$ cat src/hw/toss_pkg.sv
package toss_pkg;

    // ------------------------------------------------------------
    // Timing
    // ------------------------------------------------------------
    localparam int unsigned CLK_HZ = 20_000_000;
    localparam int unsigned CYC_PER_MS = CLK_HZ / 1000;
    localparam int unsigned IDLE_TIMEOUT_S = 5;
    localparam int unsigned IDLE_TIMEOUT_CYC = IDLE_TIMEOUT_S * CLK_HZ;
    localparam int unsigned DEBOUNCE_MS = 20;
    localparam int unsigned DEBOUNCE_CYC = DEBOUNCE_MS * CYC_PER_MS;
    localparam int unsigned LONG_PRESS_MS = 1000;
    localparam int unsigned LONG_PRESS_CYC = LONG_PRESS_MS * CYC_PER_MS;

    // ------------------------------------------------------------
    // Register map
    // ------------------------------------------------------------
    localparam logic [31:0] ADDR_CTRL = 32'h0000_0000;
    localparam logic [31:0] ADDR_STATUS = 32'h0000_0004;
    localparam logic [31:0] ADDR_PRESSES = 32'h0000_0008;

    localparam int unsigned CTRL_MODE_LSB = 0;
    localparam int unsigned CTRL_FIXED_BIT = 2;
    localparam int unsigned CTRL_FORGET_BIT = 3;
    localparam int unsigned CTRL_SOFT_PRESS_BIT = 4;

    localparam int unsigned STAT_STATE_LSB = 0;
    localparam int unsigned STAT_MEM_LSB = 2;
    localparam int unsigned STAT_WINDOW_BIT = 4;
    localparam int unsigned STAT_HELD_BIT = 5;
    localparam int unsigned STAT_LONG_BIT = 6;

    localparam logic [1:0] STATE_RST = 2'h0;
    localparam logic [1:0] MEM_RST = 2'h0;
    localparam logic [15:0] PRESSES_RST = 16'h0000;

    // ------------------------------------------------------------
    // Types
    // ------------------------------------------------------------
    typedef enum logic [1:0] {
        TOSS_MODE_FULL = 2'h0,
        TOSS_MODE_SHORT = 2'h1,
        TOSS_MODE_TIMED_FULL = 2'h2,
        TOSS_MODE_TIMED_SHORT = 2'h3
    } toss_mode_type;

    typedef enum logic [2:0] {
        TOSS_PRS_IDLE = 3'h1,
        TOSS_PRS_HELD = 3'h2,
        TOSS_PRS_LONG = 3'h4
    } toss_press_state_type;

    typedef struct packed {
        logic fixed;
        toss_mode_type mode;
    } toss_ctrl_type;

    localparam toss_ctrl_type CTRL_RST = '{fixed: 1'b0, mode: TOSS_MODE_FULL};

    typedef struct packed {
        logic short_press;
        logic long_press;
    } toss_press_type;

endpackage : toss_pkg

$ cat src/hw/toss_sequencer.sv
// The APB interface to the registers and the register addresses were decided locally.
`timescale 1ns/1ps
// Operation
// - The state index drives the contacts: 0 both open, 1 first only, 2 second only, 3 both.
// - In the fixed variant and in full cycle mode each press steps 0,1,2,3 and wraps to 0.
// - In short cycle mode each press steps 0,1,2 and wraps to 0, never entering 3.
// - In timed full mode a press within 5 s of the last one cycles among 1, 2 and 3.
// - In timed short mode a press within 5 s of the last one alternates between 1 and 2.
// - In both timed modes a press in a nonzero state more than 5 s after the last one forces state 0.
// - In both timed modes a long press in any state forces state 0.
// - In both timed modes a press after switch-off restores the stored nonzero state, a stored 3 as 2 in timed short mode.
// - The stored state is cleared by reset, so nothing is remembered after power returns.
module toss_sequencer #(
    parameter logic [31:0] DEBOUNCE_CYCLES = 32'(toss_pkg::DEBOUNCE_CYC),
    parameter logic [31:0] LONG_PRESS_CYCLES = 32'(toss_pkg::LONG_PRESS_CYC),
    parameter logic [31:0] IDLE_TIMEOUT_CYCLES = 32'(toss_pkg::IDLE_TIMEOUT_CYC)
) (
    // Clock and reset
    input wire logic ref_clk_in,
    input wire logic rst_n_in,
    // Push-button, high while pressed
    input wire logic button_in,
    // APB slave
    input wire logic psel_in,
    input wire logic penable_in,
    input wire logic pwrite_in,
    input wire logic [31:0] paddr_in,
    input wire logic [31:0] pwdata_in,
    input wire logic [3:0] pstrb_in,
    output logic [31:0] prdata_out,
    output logic pready_out,
    output logic pslverr_out,
    // Contact drivers
    output logic first_contact_output_out,
    output logic second_contact_output_out
);

    // ------------------------------------------------------------
    // Declarations
    // ------------------------------------------------------------
    logic sync1_q;
    logic sync2_q;
    logic deb_q;
    logic deb_d;
    logic [31:0] deb_cnt_q;
    logic [31:0] deb_cnt_d;

    toss_pkg::toss_press_state_type prs_q;
    toss_pkg::toss_press_state_type prs_d;
    logic [31:0] hold_cnt_q;
    logic [31:0] hold_cnt_d;
    toss_pkg::toss_press_type btn_evt;

    logic window_q;
    logic window_d;
    logic [31:0] idle_cnt_q;
    logic [31:0] idle_cnt_d;

    logic [1:0] state_q;
    logic [1:0] state_d;
    logic [1:0] mem_q;
    logic [1:0] mem_d;
    logic [15:0] presses_q;
    logic [15:0] presses_d;

    toss_pkg::toss_ctrl_type ctrl_q;
    toss_pkg::toss_ctrl_type ctrl_d;
    logic [31:0] prdata_q;
    logic [31:0] prdata_d;
    logic pslverr_q;
    logic pslverr_d;

    logic wr_en;
    logic soft_press;
    logic forget;
    logic any_press;
    logic short_evt;
    logic long_evt;
    logic timed;
    logic short_cycle;
    logic addr_hit;
    logic [31:0] rd_word;
    logic [31:0] status_word;

    // ------------------------------------------------------------
    // Button synchroniser and debouncer
    // ------------------------------------------------------------
    // Level must stay changed for a full debounce time before it counts
    always_comb begin
        deb_d = deb_q;
        deb_cnt_d = 32'h0000_0000;
        if (sync2_q != deb_q) begin
            deb_cnt_d = deb_cnt_q + 32'h0000_0001;
            if (deb_cnt_d >= DEBOUNCE_CYCLES) begin
                deb_d = sync2_q;
                deb_cnt_d = 32'h0000_0000;
            end
        end
    end

    always_ff @(posedge ref_clk_in or negedge rst_n_in) begin
        if (!rst_n_in) begin
            sync1_q <= 1'b0;
            sync2_q <= 1'b0;
            deb_q <= 1'b0;
            deb_cnt_q <= 32'h0000_0000;
        end else begin
            sync1_q <= button_in;
            sync2_q <= sync1_q;
            deb_q <= deb_d;
            deb_cnt_q <= deb_cnt_d;
        end
    end

    // ------------------------------------------------------------
    // Press classifier
    // ------------------------------------------------------------
    // Short press fires on release; long press fires once while still held
    always_comb begin
        prs_d = prs_q;
        hold_cnt_d = hold_cnt_q;
        btn_evt = '{short_press: 1'b0, long_press: 1'b0};
        case (prs_q)
            toss_pkg::TOSS_PRS_IDLE: begin
                hold_cnt_d = 32'h0000_0000;
                if (deb_q) begin
                    prs_d = toss_pkg::TOSS_PRS_HELD;
                end
            end
            toss_pkg::TOSS_PRS_HELD: begin
                if (!deb_q) begin
                    btn_evt.short_press = 1'b1;
                    prs_d = toss_pkg::TOSS_PRS_IDLE;
                end else begin
                    hold_cnt_d = hold_cnt_q + 32'h0000_0001;
                    if (hold_cnt_d >= LONG_PRESS_CYCLES) begin
                        btn_evt.long_press = 1'b1;
                        prs_d = toss_pkg::TOSS_PRS_LONG;
                    end
                end
            end
            toss_pkg::TOSS_PRS_LONG: begin
                if (!deb_q) begin
                    prs_d = toss_pkg::TOSS_PRS_IDLE;
                end
            end
            default: begin
                prs_d = toss_pkg::TOSS_PRS_IDLE;
            end
        endcase
    end

    always_ff @(posedge ref_clk_in or negedge rst_n_in) begin
        if (!rst_n_in) begin
            prs_q <= toss_pkg::TOSS_PRS_IDLE;
            hold_cnt_q <= 32'h0000_0000;
        end else begin
            prs_q <= prs_d;
            hold_cnt_q <= hold_cnt_d;
        end
    end

    // ------------------------------------------------------------
    // Inactivity window
    // ------------------------------------------------------------
    assign short_evt = btn_evt.short_press | soft_press;
    assign long_evt = btn_evt.long_press;
    assign any_press = short_evt | long_evt;

    // Window closed after reset: the first press has no predecessor
    always_comb begin
        window_d = window_q;
        idle_cnt_d = idle_cnt_q;
        if (any_press) begin
            window_d = 1'b1;
            idle_cnt_d = 32'h0000_0000;
        end else if (window_q) begin
            idle_cnt_d = idle_cnt_q + 32'h0000_0001;
            if (idle_cnt_d >= IDLE_TIMEOUT_CYCLES) begin
                window_d = 1'b0;
            end
        end
    end

    always_ff @(posedge ref_clk_in or negedge rst_n_in) begin
        if (!rst_n_in) begin
            window_q <= 1'b0;
            idle_cnt_q <= 32'h0000_0000;
        end else begin
            window_q <= window_d;
            idle_cnt_q <= idle_cnt_d;
        end
    end

    // ------------------------------------------------------------
    // Sequencer
    // ------------------------------------------------------------
    assign timed = !ctrl_q.fixed && (ctrl_q.mode == toss_pkg::TOSS_MODE_TIMED_FULL
        || ctrl_q.mode == toss_pkg::TOSS_MODE_TIMED_SHORT);
    assign short_cycle = !ctrl_q.fixed && (ctrl_q.mode == toss_pkg::TOSS_MODE_SHORT
        || ctrl_q.mode == toss_pkg::TOSS_MODE_TIMED_SHORT);

    always_comb begin
        state_d = state_q;
        mem_d = mem_q;
        presses_d = presses_q;
        if (any_press) begin
            presses_d = presses_q + 16'h0001;
        end
        if (forget) begin
            mem_d = toss_pkg::MEM_RST;
        end
        if (!timed) begin
            // Long press simply counts as one more step here
            if (any_press) begin
                if (short_cycle) begin
                    state_d = (state_q >= 2'h2) ? 2'h0 : state_q + 2'h1;
                end else begin
                    state_d = state_q + 2'h1;
                end
            end
        end else if (long_evt) begin
            state_d = 2'h0;
            if (state_q != 2'h0) begin
                mem_d = state_q;
            end
        end else if (short_evt) begin
            if (state_q == 2'h0) begin
                // Nothing stored yet: start from the first step
                state_d = (mem_d != 2'h0) ? mem_d : 2'h1;
                if (short_cycle && state_d == 2'h3) begin
                    state_d = 2'h2;
                end
            end else if (!window_q) begin
                state_d = 2'h0;
                mem_d = state_q;
            end else if (short_cycle) begin
                state_d = (state_q == 2'h1) ? 2'h2 : 2'h1;
            end else begin
                state_d = (state_q == 2'h3) ? 2'h1 : state_q + 2'h1;
            end
        end
    end

    always_ff @(posedge ref_clk_in or negedge rst_n_in) begin
        if (!rst_n_in) begin
            state_q <= toss_pkg::STATE_RST;
            mem_q <= toss_pkg::MEM_RST;
            presses_q <= toss_pkg::PRESSES_RST;
        end else begin
            state_q <= state_d;
            mem_q <= mem_d;
            presses_q <= presses_d;
        end
    end

    assign first_contact_output_out = state_q[0];
    assign second_contact_output_out = state_q[1];

    // ------------------------------------------------------------
    // APB register file
    // ------------------------------------------------------------
    // Read data is captured in the setup cycle so it leaves a flip-flop
    assign addr_hit = (paddr_in == toss_pkg::ADDR_CTRL) || (paddr_in == toss_pkg::ADDR_STATUS)
        || (paddr_in == toss_pkg::ADDR_PRESSES);
    assign wr_en = psel_in && penable_in && pwrite_in && pstrb_in[0]
        && (paddr_in == toss_pkg::ADDR_CTRL);
    assign soft_press = wr_en && pwdata_in[toss_pkg::CTRL_SOFT_PRESS_BIT];
    assign forget = wr_en && pwdata_in[toss_pkg::CTRL_FORGET_BIT];

    always_comb begin
        status_word = 32'h0000_0000;
        status_word[toss_pkg::STAT_STATE_LSB +: 2] = state_q;
        status_word[toss_pkg::STAT_MEM_LSB +: 2] = mem_q;
        status_word[toss_pkg::STAT_WINDOW_BIT] = window_q;
        status_word[toss_pkg::STAT_HELD_BIT] = deb_q;
        status_word[toss_pkg::STAT_LONG_BIT] = (prs_q == toss_pkg::TOSS_PRS_LONG);
        rd_word = 32'h0000_0000;
        case (paddr_in)
            toss_pkg::ADDR_CTRL: begin
                rd_word[toss_pkg::CTRL_MODE_LSB +: 2] = ctrl_q.mode;
                rd_word[toss_pkg::CTRL_FIXED_BIT] = ctrl_q.fixed;
            end
            toss_pkg::ADDR_STATUS: begin
                rd_word = status_word;
            end
            toss_pkg::ADDR_PRESSES: begin
                rd_word[15:0] = presses_q;
            end
            default: begin
                rd_word = 32'h0000_0000;
            end
        endcase
    end

    always_comb begin
        ctrl_d = ctrl_q;
        prdata_d = prdata_q;
        pslverr_d = pslverr_q;
        if (psel_in && !penable_in) begin
            prdata_d = pwrite_in ? 32'h0000_0000 : rd_word;
            pslverr_d = !addr_hit;
        end
        if (wr_en) begin
            ctrl_d.mode = toss_pkg::toss_mode_type'(pwdata_in[toss_pkg::CTRL_MODE_LSB +: 2]);
            ctrl_d.fixed = pwdata_in[toss_pkg::CTRL_FIXED_BIT];
        end
    end

    always_ff @(posedge ref_clk_in or negedge rst_n_in) begin
        if (!rst_n_in) begin
            ctrl_q <= toss_pkg::CTRL_RST;
            prdata_q <= 32'h0000_0000;
            pslverr_q <= 1'b0;
        end else begin
            ctrl_q <= ctrl_d;
            prdata_q <= prdata_d;
            pslverr_q <= pslverr_d;
        end
    end

    assign pready_out = psel_in && penable_in;
    assign prdata_out = prdata_q;
    assign pslverr_out = pslverr_q && pready_out;

endmodule : toss_sequencer

$ cat config.mk
export PLATFORM = sky130hd
export DESIGN_NAME = toss_sequencer
export DESIGN_NICKNAME = d
export VERILOG_FILES = /design/src/hw/toss_pkg.sv /design/src/hw/toss_sequencer.sv
export SDC_FILE = /design/constraint.sdc
export NUM_CORES = 1
export LEC_CHECK = 0
export ABC_CLOCK_PERIOD_IN_PS = 5700
export BUFFER_PORTS_ARGS = -buffer_cell sky130_fd_sc_hd__buf_2
export CORE_MARGIN = 2
export CORE_UTILIZATION = 40
export CTS_CLUSTER_DIAMETER = 100
export DETAILED_ROUTE_END_ITERATION = 8
export HOLD_SLACK_MARGIN = 0.05
export SLEW_MARGIN = 10
export SYNTH_ARGS = -nofsm -noshare
export SYNTH_HDL_FRONTEND = slang
export SYNTH_SLANG_ARGS = --single-unit
$ cat constraint.sdc
create_clock -name ref_clk_in -period 5.7 [get_ports ref_clk_in]
set_clock_uncertainty 0.05 [all_clocks]
set_input_delay 1.14 -clock ref_clk_in [delete_from_list [all_inputs] [get_ports ref_clk_in]]
set_output_delay 1.14 -clock ref_clk_in [all_outputs]
set_load 0.05 [all_outputs]
# Word-level counts from Yosys, hierarchy flattened
# Index checks and enable logic that the tools add are counted.
# word_totals
word_cells	113
in_bits	74
regBits	159
# classes
mux	41
n_lt_le_gt_ge	4
bitwise	2
eq_ne	17
n_reduce_logical	29
n_addsub	5
# op_table
op	count
32-bit 2-to-1 mux	5
32-bit by 1-bit adder with 32-bit output, second input constant	3
32-bit case mux with 2 select lines	1
2-bit 2-to-1 mux	21
32-bit by 3-bit equality test with 1-bit output, second input constant	1
32-bit by 4-bit equality test with 1-bit output, second input constant	1
32-bit by 19-bit greater-or-equal comparator with 1-bit output, second input constant	1
32-bit by 25-bit greater-or-equal comparator with 1-bit output, second input constant	1
32-bit by 27-bit greater-or-equal comparator with 1-bit output, second input constant	1
32-bit zero test	1
13-bit case mux with 2 select lines	1
3-bit case mux with 3 select lines	2
16-bit by 1-bit adder with 16-bit output, second input constant	1
16-bit 2-to-1 mux	1
3-bit 2-to-1 mux	4
1-bit logical AND	11
2-bit nonzero test	5
2-bit equality test, second input constant	4
1-bit 2-to-1 mux	6
2-bit != test, second input constant	3
3-bit != test, second input constant	2
2-bit AND reduction	3
2-bit by 1-bit equality test with 1-bit output, second input constant	2
1-bit logical OR	4
10 further kinds	13

# Depth between registers and ports, before layout
# logic_depth
ltp_word	15
depth_mapped	12
mapped_depth_nobuf	10

# Worst setup path after synthesis
# Ideal clock, no wire load.
# synth_path
path_type	in2reg
start	in paddr_in[26]
end	reg mem_q[0]
stages	8
setup_slack_ps	2343
setup_ps	125
arrival_time_ps	3182
required_ps	5525
path_buffers	0
cell_sequence	nor4_1 > nand4_1 > nor4b_1 > nand2_1 > o21ai_0 > nand2b_1 > a211o_1 > mux2_4
# synth_via
elab_chain_len	9
# synth_lines
element	line	rtl
start, declared	toss_sequencer.sv:27	input wire logic [31:0] paddr_in,
32-bit zero test *	toss_sequencer.sv:267	&& (paddr_in == toss_pkg::ADDR_CTRL);
1-bit logical AND *	toss_sequencer.sv:267	
1-bit logical AND	toss_sequencer.sv:269	assign forget = wr_en && pwdata_in[toss_pkg::CTRL_FORGET_BIT];
2-bit 2-to-1 mux	toss_sequencer.sv:210	if (forget) begin
2-bit 2-to-1 mux	toss_sequencer.sv:234	end else if (!window_q) begin
2-bit 2-to-1 mux	toss_sequencer.sv:228	if (state_q == 2'h0) begin
2-bit 2-to-1 mux	toss_sequencer.sv:227	end else if (short_evt) begin
2-bit 2-to-1 mux	toss_sequencer.sv:222	end else if (long_evt) begin
2-bit 2-to-1 mux *	toss_sequencer.sv:213	if (!timed) begin
net mem_d[0]	toss_sequencer.sv:62	logic [1:0] mem_d;
end signal, assigned	toss_sequencer.sv:248	mem_q <= toss_pkg::MEM_RST;
end signal, assigned	toss_sequencer.sv:252	mem_q <= mem_d;
end, declared	toss_sequencer.sv:61	logic [1:0] mem_q;
# Mark *: on every way through the listed nets, which the timed path passes. The rest lies on a longest branch.
# A chain may end at the register's enable or synchronous reset.

# Final worst setup path
# layout_path
start	reg hold_cnt_q[0]
end	reg idle_cnt_q[0]
# layout_via
elab_chain_len	7
# layout_lines
element	line	rtl
start, declared	toss_sequencer.sv:50	logic [31:0] hold_cnt_q;
start signal, assigned	toss_sequencer.sv:159	hold_cnt_q <= hold_cnt_d;
32-bit by 1-bit adder with 32-bit output *	toss_sequencer.sv:135	hold_cnt_d = hold_cnt_q + 32'h0000_0001;
32-bit by 25-bit greater-or-equal comparator with 1-bit output *	toss_sequencer.sv:136	if (hold_cnt_d >= LONG_PRESS_CYCLES) begin
1-bit 2-to-1 mux *	toss_sequencer.sv:136	
1-bit 2-to-1 mux *	toss_sequencer.sv:131	if (!deb_q) begin
2-bit 2-to-1 mux *	toss_sequencer.sv:123	case (prs_q)
1-bit bitwise OR *	toss_sequencer.sv:168	assign any_press = short_evt | long_evt;
32-bit 2-to-1 mux / 2-bit nonzero test (equally long branches)	--	
end signal, assigned	toss_sequencer.sv:191	idle_cnt_q <= idle_cnt_d;
end, declared	toss_sequencer.sv:56	logic [31:0] idle_cnt_q;
# Mark *: on every way between the ends. The rest lies on a longest branch, timed or not.

==> impl_metrics.toml <==
[clocking]
clkTransAtPathRegs_ns = 0.06
cts_setup_buffers = 0
post_cts_resized = 0
ctsHoldBuffers = 0
cts_num_sinks = 143
cts_tree = "built"
root_buffer = "clkbuf_16"
clk_latency_ns = 0.42
numCtsBuffers = 17
htree_levels = 4
clockBufferDepth = 2

[yosys]
avgSynthCellArea_sq_um = 9.06
synth_ff_type = "dfrtp_1"
ys_seq_elements = 143
syn_inst = 927
synth_edf_count = 0
yosysWarnings = 0
synth_area_sq_um = 8400
ys_seq_area_share_pct = 42.6
async_reset_ff_share_pct = 100
synth_cell_types = 72

[worst_setup_path]
cp_data_required_time_ns = 5.95
crit_path_max_incr_delay_ns = 0.69
cp_top_family = "simple AND/OR/NAND/NOR gates"
cp-startpoint = "hold_cnt_q[0]"
r2r_slack_ns = 1.91
path_depth = 10
rr_worst_depth = 10
critPathMaxFanout = 20
r2r-start = "hold_cnt_q[0]"
critical_path.cell_chain = "ha_1, nand4_1, or4_1, nor3_2, mux2i_1, a32oi_1, and2_1, o31ai_4, buf_4, nor2_1"
startpoint_type = "flop"
crit_path_end = "idle_cnt_q[0]"
crit_type = "reg2reg"
cp.arrival_ns = 4.04
cp_slowest_cell = "o31ai_4"
r2r_end = "idle_cnt_q[0]"
crit_buf_inv = 1
endpoint_kind = "flop"

[global_routing]
grt_max_degree = 93
grt.overflow.total = 0
antenna_found_initial = 0
grt_pass1_vias = 6473
grt_use_total_pct = 17.6
grt_pass1_wl_um = 31900

[routing]
wl_um = 18900
antenna_left = 0
wl_per_cell_um = 14.9
drt-initial-drc-count = 472
first_pass_iters = 6
post-route-drc-count = 0
vias = 6903
via_per_inst = 5.44

[timing]
slew_violations = 0
worst_pin_slew_ns = 0.914
rsz0062_at_grt = "no"
setup_tns_ns = 0
min_period_over_period_pct = 66.5
hold_violations = 0
setup_viol = 0
post-route-min-period_ns = 3.79
clock.fmax_mhz = 264
relSlewSlack_pct = 38.6

[run_status]
status = "finished, final reports clean"

[floorplanning]
io_pins = 110
core_area_sq_um = 20400
fp.dieW_um = 149
fp-row-count = 52
start_util_pct = 41.1
die_y_um = 149
die_area_sq_um = 22200

[cells_and_area]
n_fill_cell = 1969
drive_gt1_share_pct = 14.5
fin_nets = 1068
area_growth_pct = 13.4
final_util_pct = 46.6
final_area_sq_um = 9520
antenna_cells = 0

[placement]
dp_hpwl_um = 12800
port_buffers = 63
postPlaceCellArea_sq_um = 8920
place_congestion = 0.812

[hold_path]
min_path_type = "reg2reg"
holdPathStages = 0

[power]
leakagePower_nw = 4.08
powerDensity_nw_per_um2 = 273
ir_drop_uv = 183

[flow_run]
cap_violations = 0
power by group:
part | switching, mW | total, mW | leakage (nW) | internal, mW
Sequential | 0.0708 | 1.14 | 1.93 | 1.07
Combinational | 0.213 | 0.325 | 1.86 | 0.112
Clock | 0.458 | 1.13 | 0.296 | 0.676
cells by family (layout without fill, tap and decap cells):
group	Yosys count	count (layout)	synth area share, %
xor+xnor	79	79	8.24
mux	23	23	3.01
other cells	1	29	0.0447
simple gates	430	430	27.5
compound gates	167	167	13.0
buf+inv	76	119	4.40
fa+ha+maj	8	8	1.19
flops	143	143	42.6
metrics by stage:
step,hold slack (ns),power (mW),setup slack (ns),cells
floorplan,0.281,1.38,2.34,955
global placement,0.284,1.48,1.91,1237
detailed placement,0.293,1.48,1.91,1237
CTS,0.308,2.63,1.87,1268
global route,0.320,2.72,1.65,1268
finish,0.304,2.60,1.91,1268
layout by cell type, fill, tap and decap left out, types with 17 or more instances in the layout:
cell type and instances:
a21oi_1 26, xor2_1 31, nand4_1 42, and3_1 29
conb_1 29, clkbuf_16 17, nor4_1 23, nor2_1 114
xnor2_1 48, buf_2 62, dfrtp_1 142, nand3_1 41
nor3_1 17, nand2_1 81, o21ai_0 56
worst min-delay path by stage:
stage / startpoint / end / slack [ns]
6_report: sync1_q / sync2_q / 0.30
5_1_grt: sync1_q / sync2_q / 0.32
4_1_cts: sync1_q / sync2_q / 0.31
3_5_place_dp: sync1_q / sync2_q / 0.29
3_3_place_gp: sync1_q / sync2_q / 0.28
2_1_floorplan: sync1_q / sync2_q / 0.28
area by class of cell:
class | count | area [sq um] | share of cell area [%]
multi-input combinational | 736 | 4550 | 47.8
sequential | 143 | 3580 | 37.6
clock buffer | 19 | 453 | 4.76
timing repair buffer | 73 | 397 | 4.17
tap | 270 | 338 | 3.55
clock inverter | 12 | 148 | 1.55
inverter | 15 | 56.3 | 0.591
sequential cells by signal (all words and copies together), names as in the netlist:
register and flops:
pslverr_q 1, state_q 2, sync1_q 1, ctrl_q 3
prdata_out 16, presses_q 16, hold_cnt_q 32, deb_cnt_q 32
prs_q 3, sync2_q 1, window_q 1, deb_q 1
mem_q 2, idle_cnt_q 32
synth_stat cells, drive strengths merged (8+ instances only):
cell / count / area share (%)
o21ai: 62 / 3.7
nand2: 82 / 3.7
nor3: 20 / 1.4
nor4: 28 / 2.8
buf: 30 / 2.3
and2: 13 / 0.97
nand2b: 9 / 0.67
o211ai: 9 / 0.86
nand3: 42 / 2.6
xor2: 31 / 3.2
xnor2: 48 / 5.0
a22o: 10 / 1.0
a31oi: 9 / 0.67
o31ai: 8 / 0.88
and4: 13 / 1.4
inv: 15 / 0.67
clkbuf: 31 / 1.4
nor2: 114 / 5.1
a21oi: 28 / 1.8
or3: 8 / 0.60
mux2i: 11 / 1.3
and3: 29 / 2.2
nand4: 47 / 4.0
mux2: 12 / 1.7
ha: 8 / 1.2
dfrtp: 142 / 42
metal layers:
metal	global-route usage (%)	part of all wire (%)
met1	24.8	49
met4	4.52	1.1
met3	3.30	4.2
met5	0	0
met2	28.1	46
Note: power is estimated with default switching activity, not from simulation.
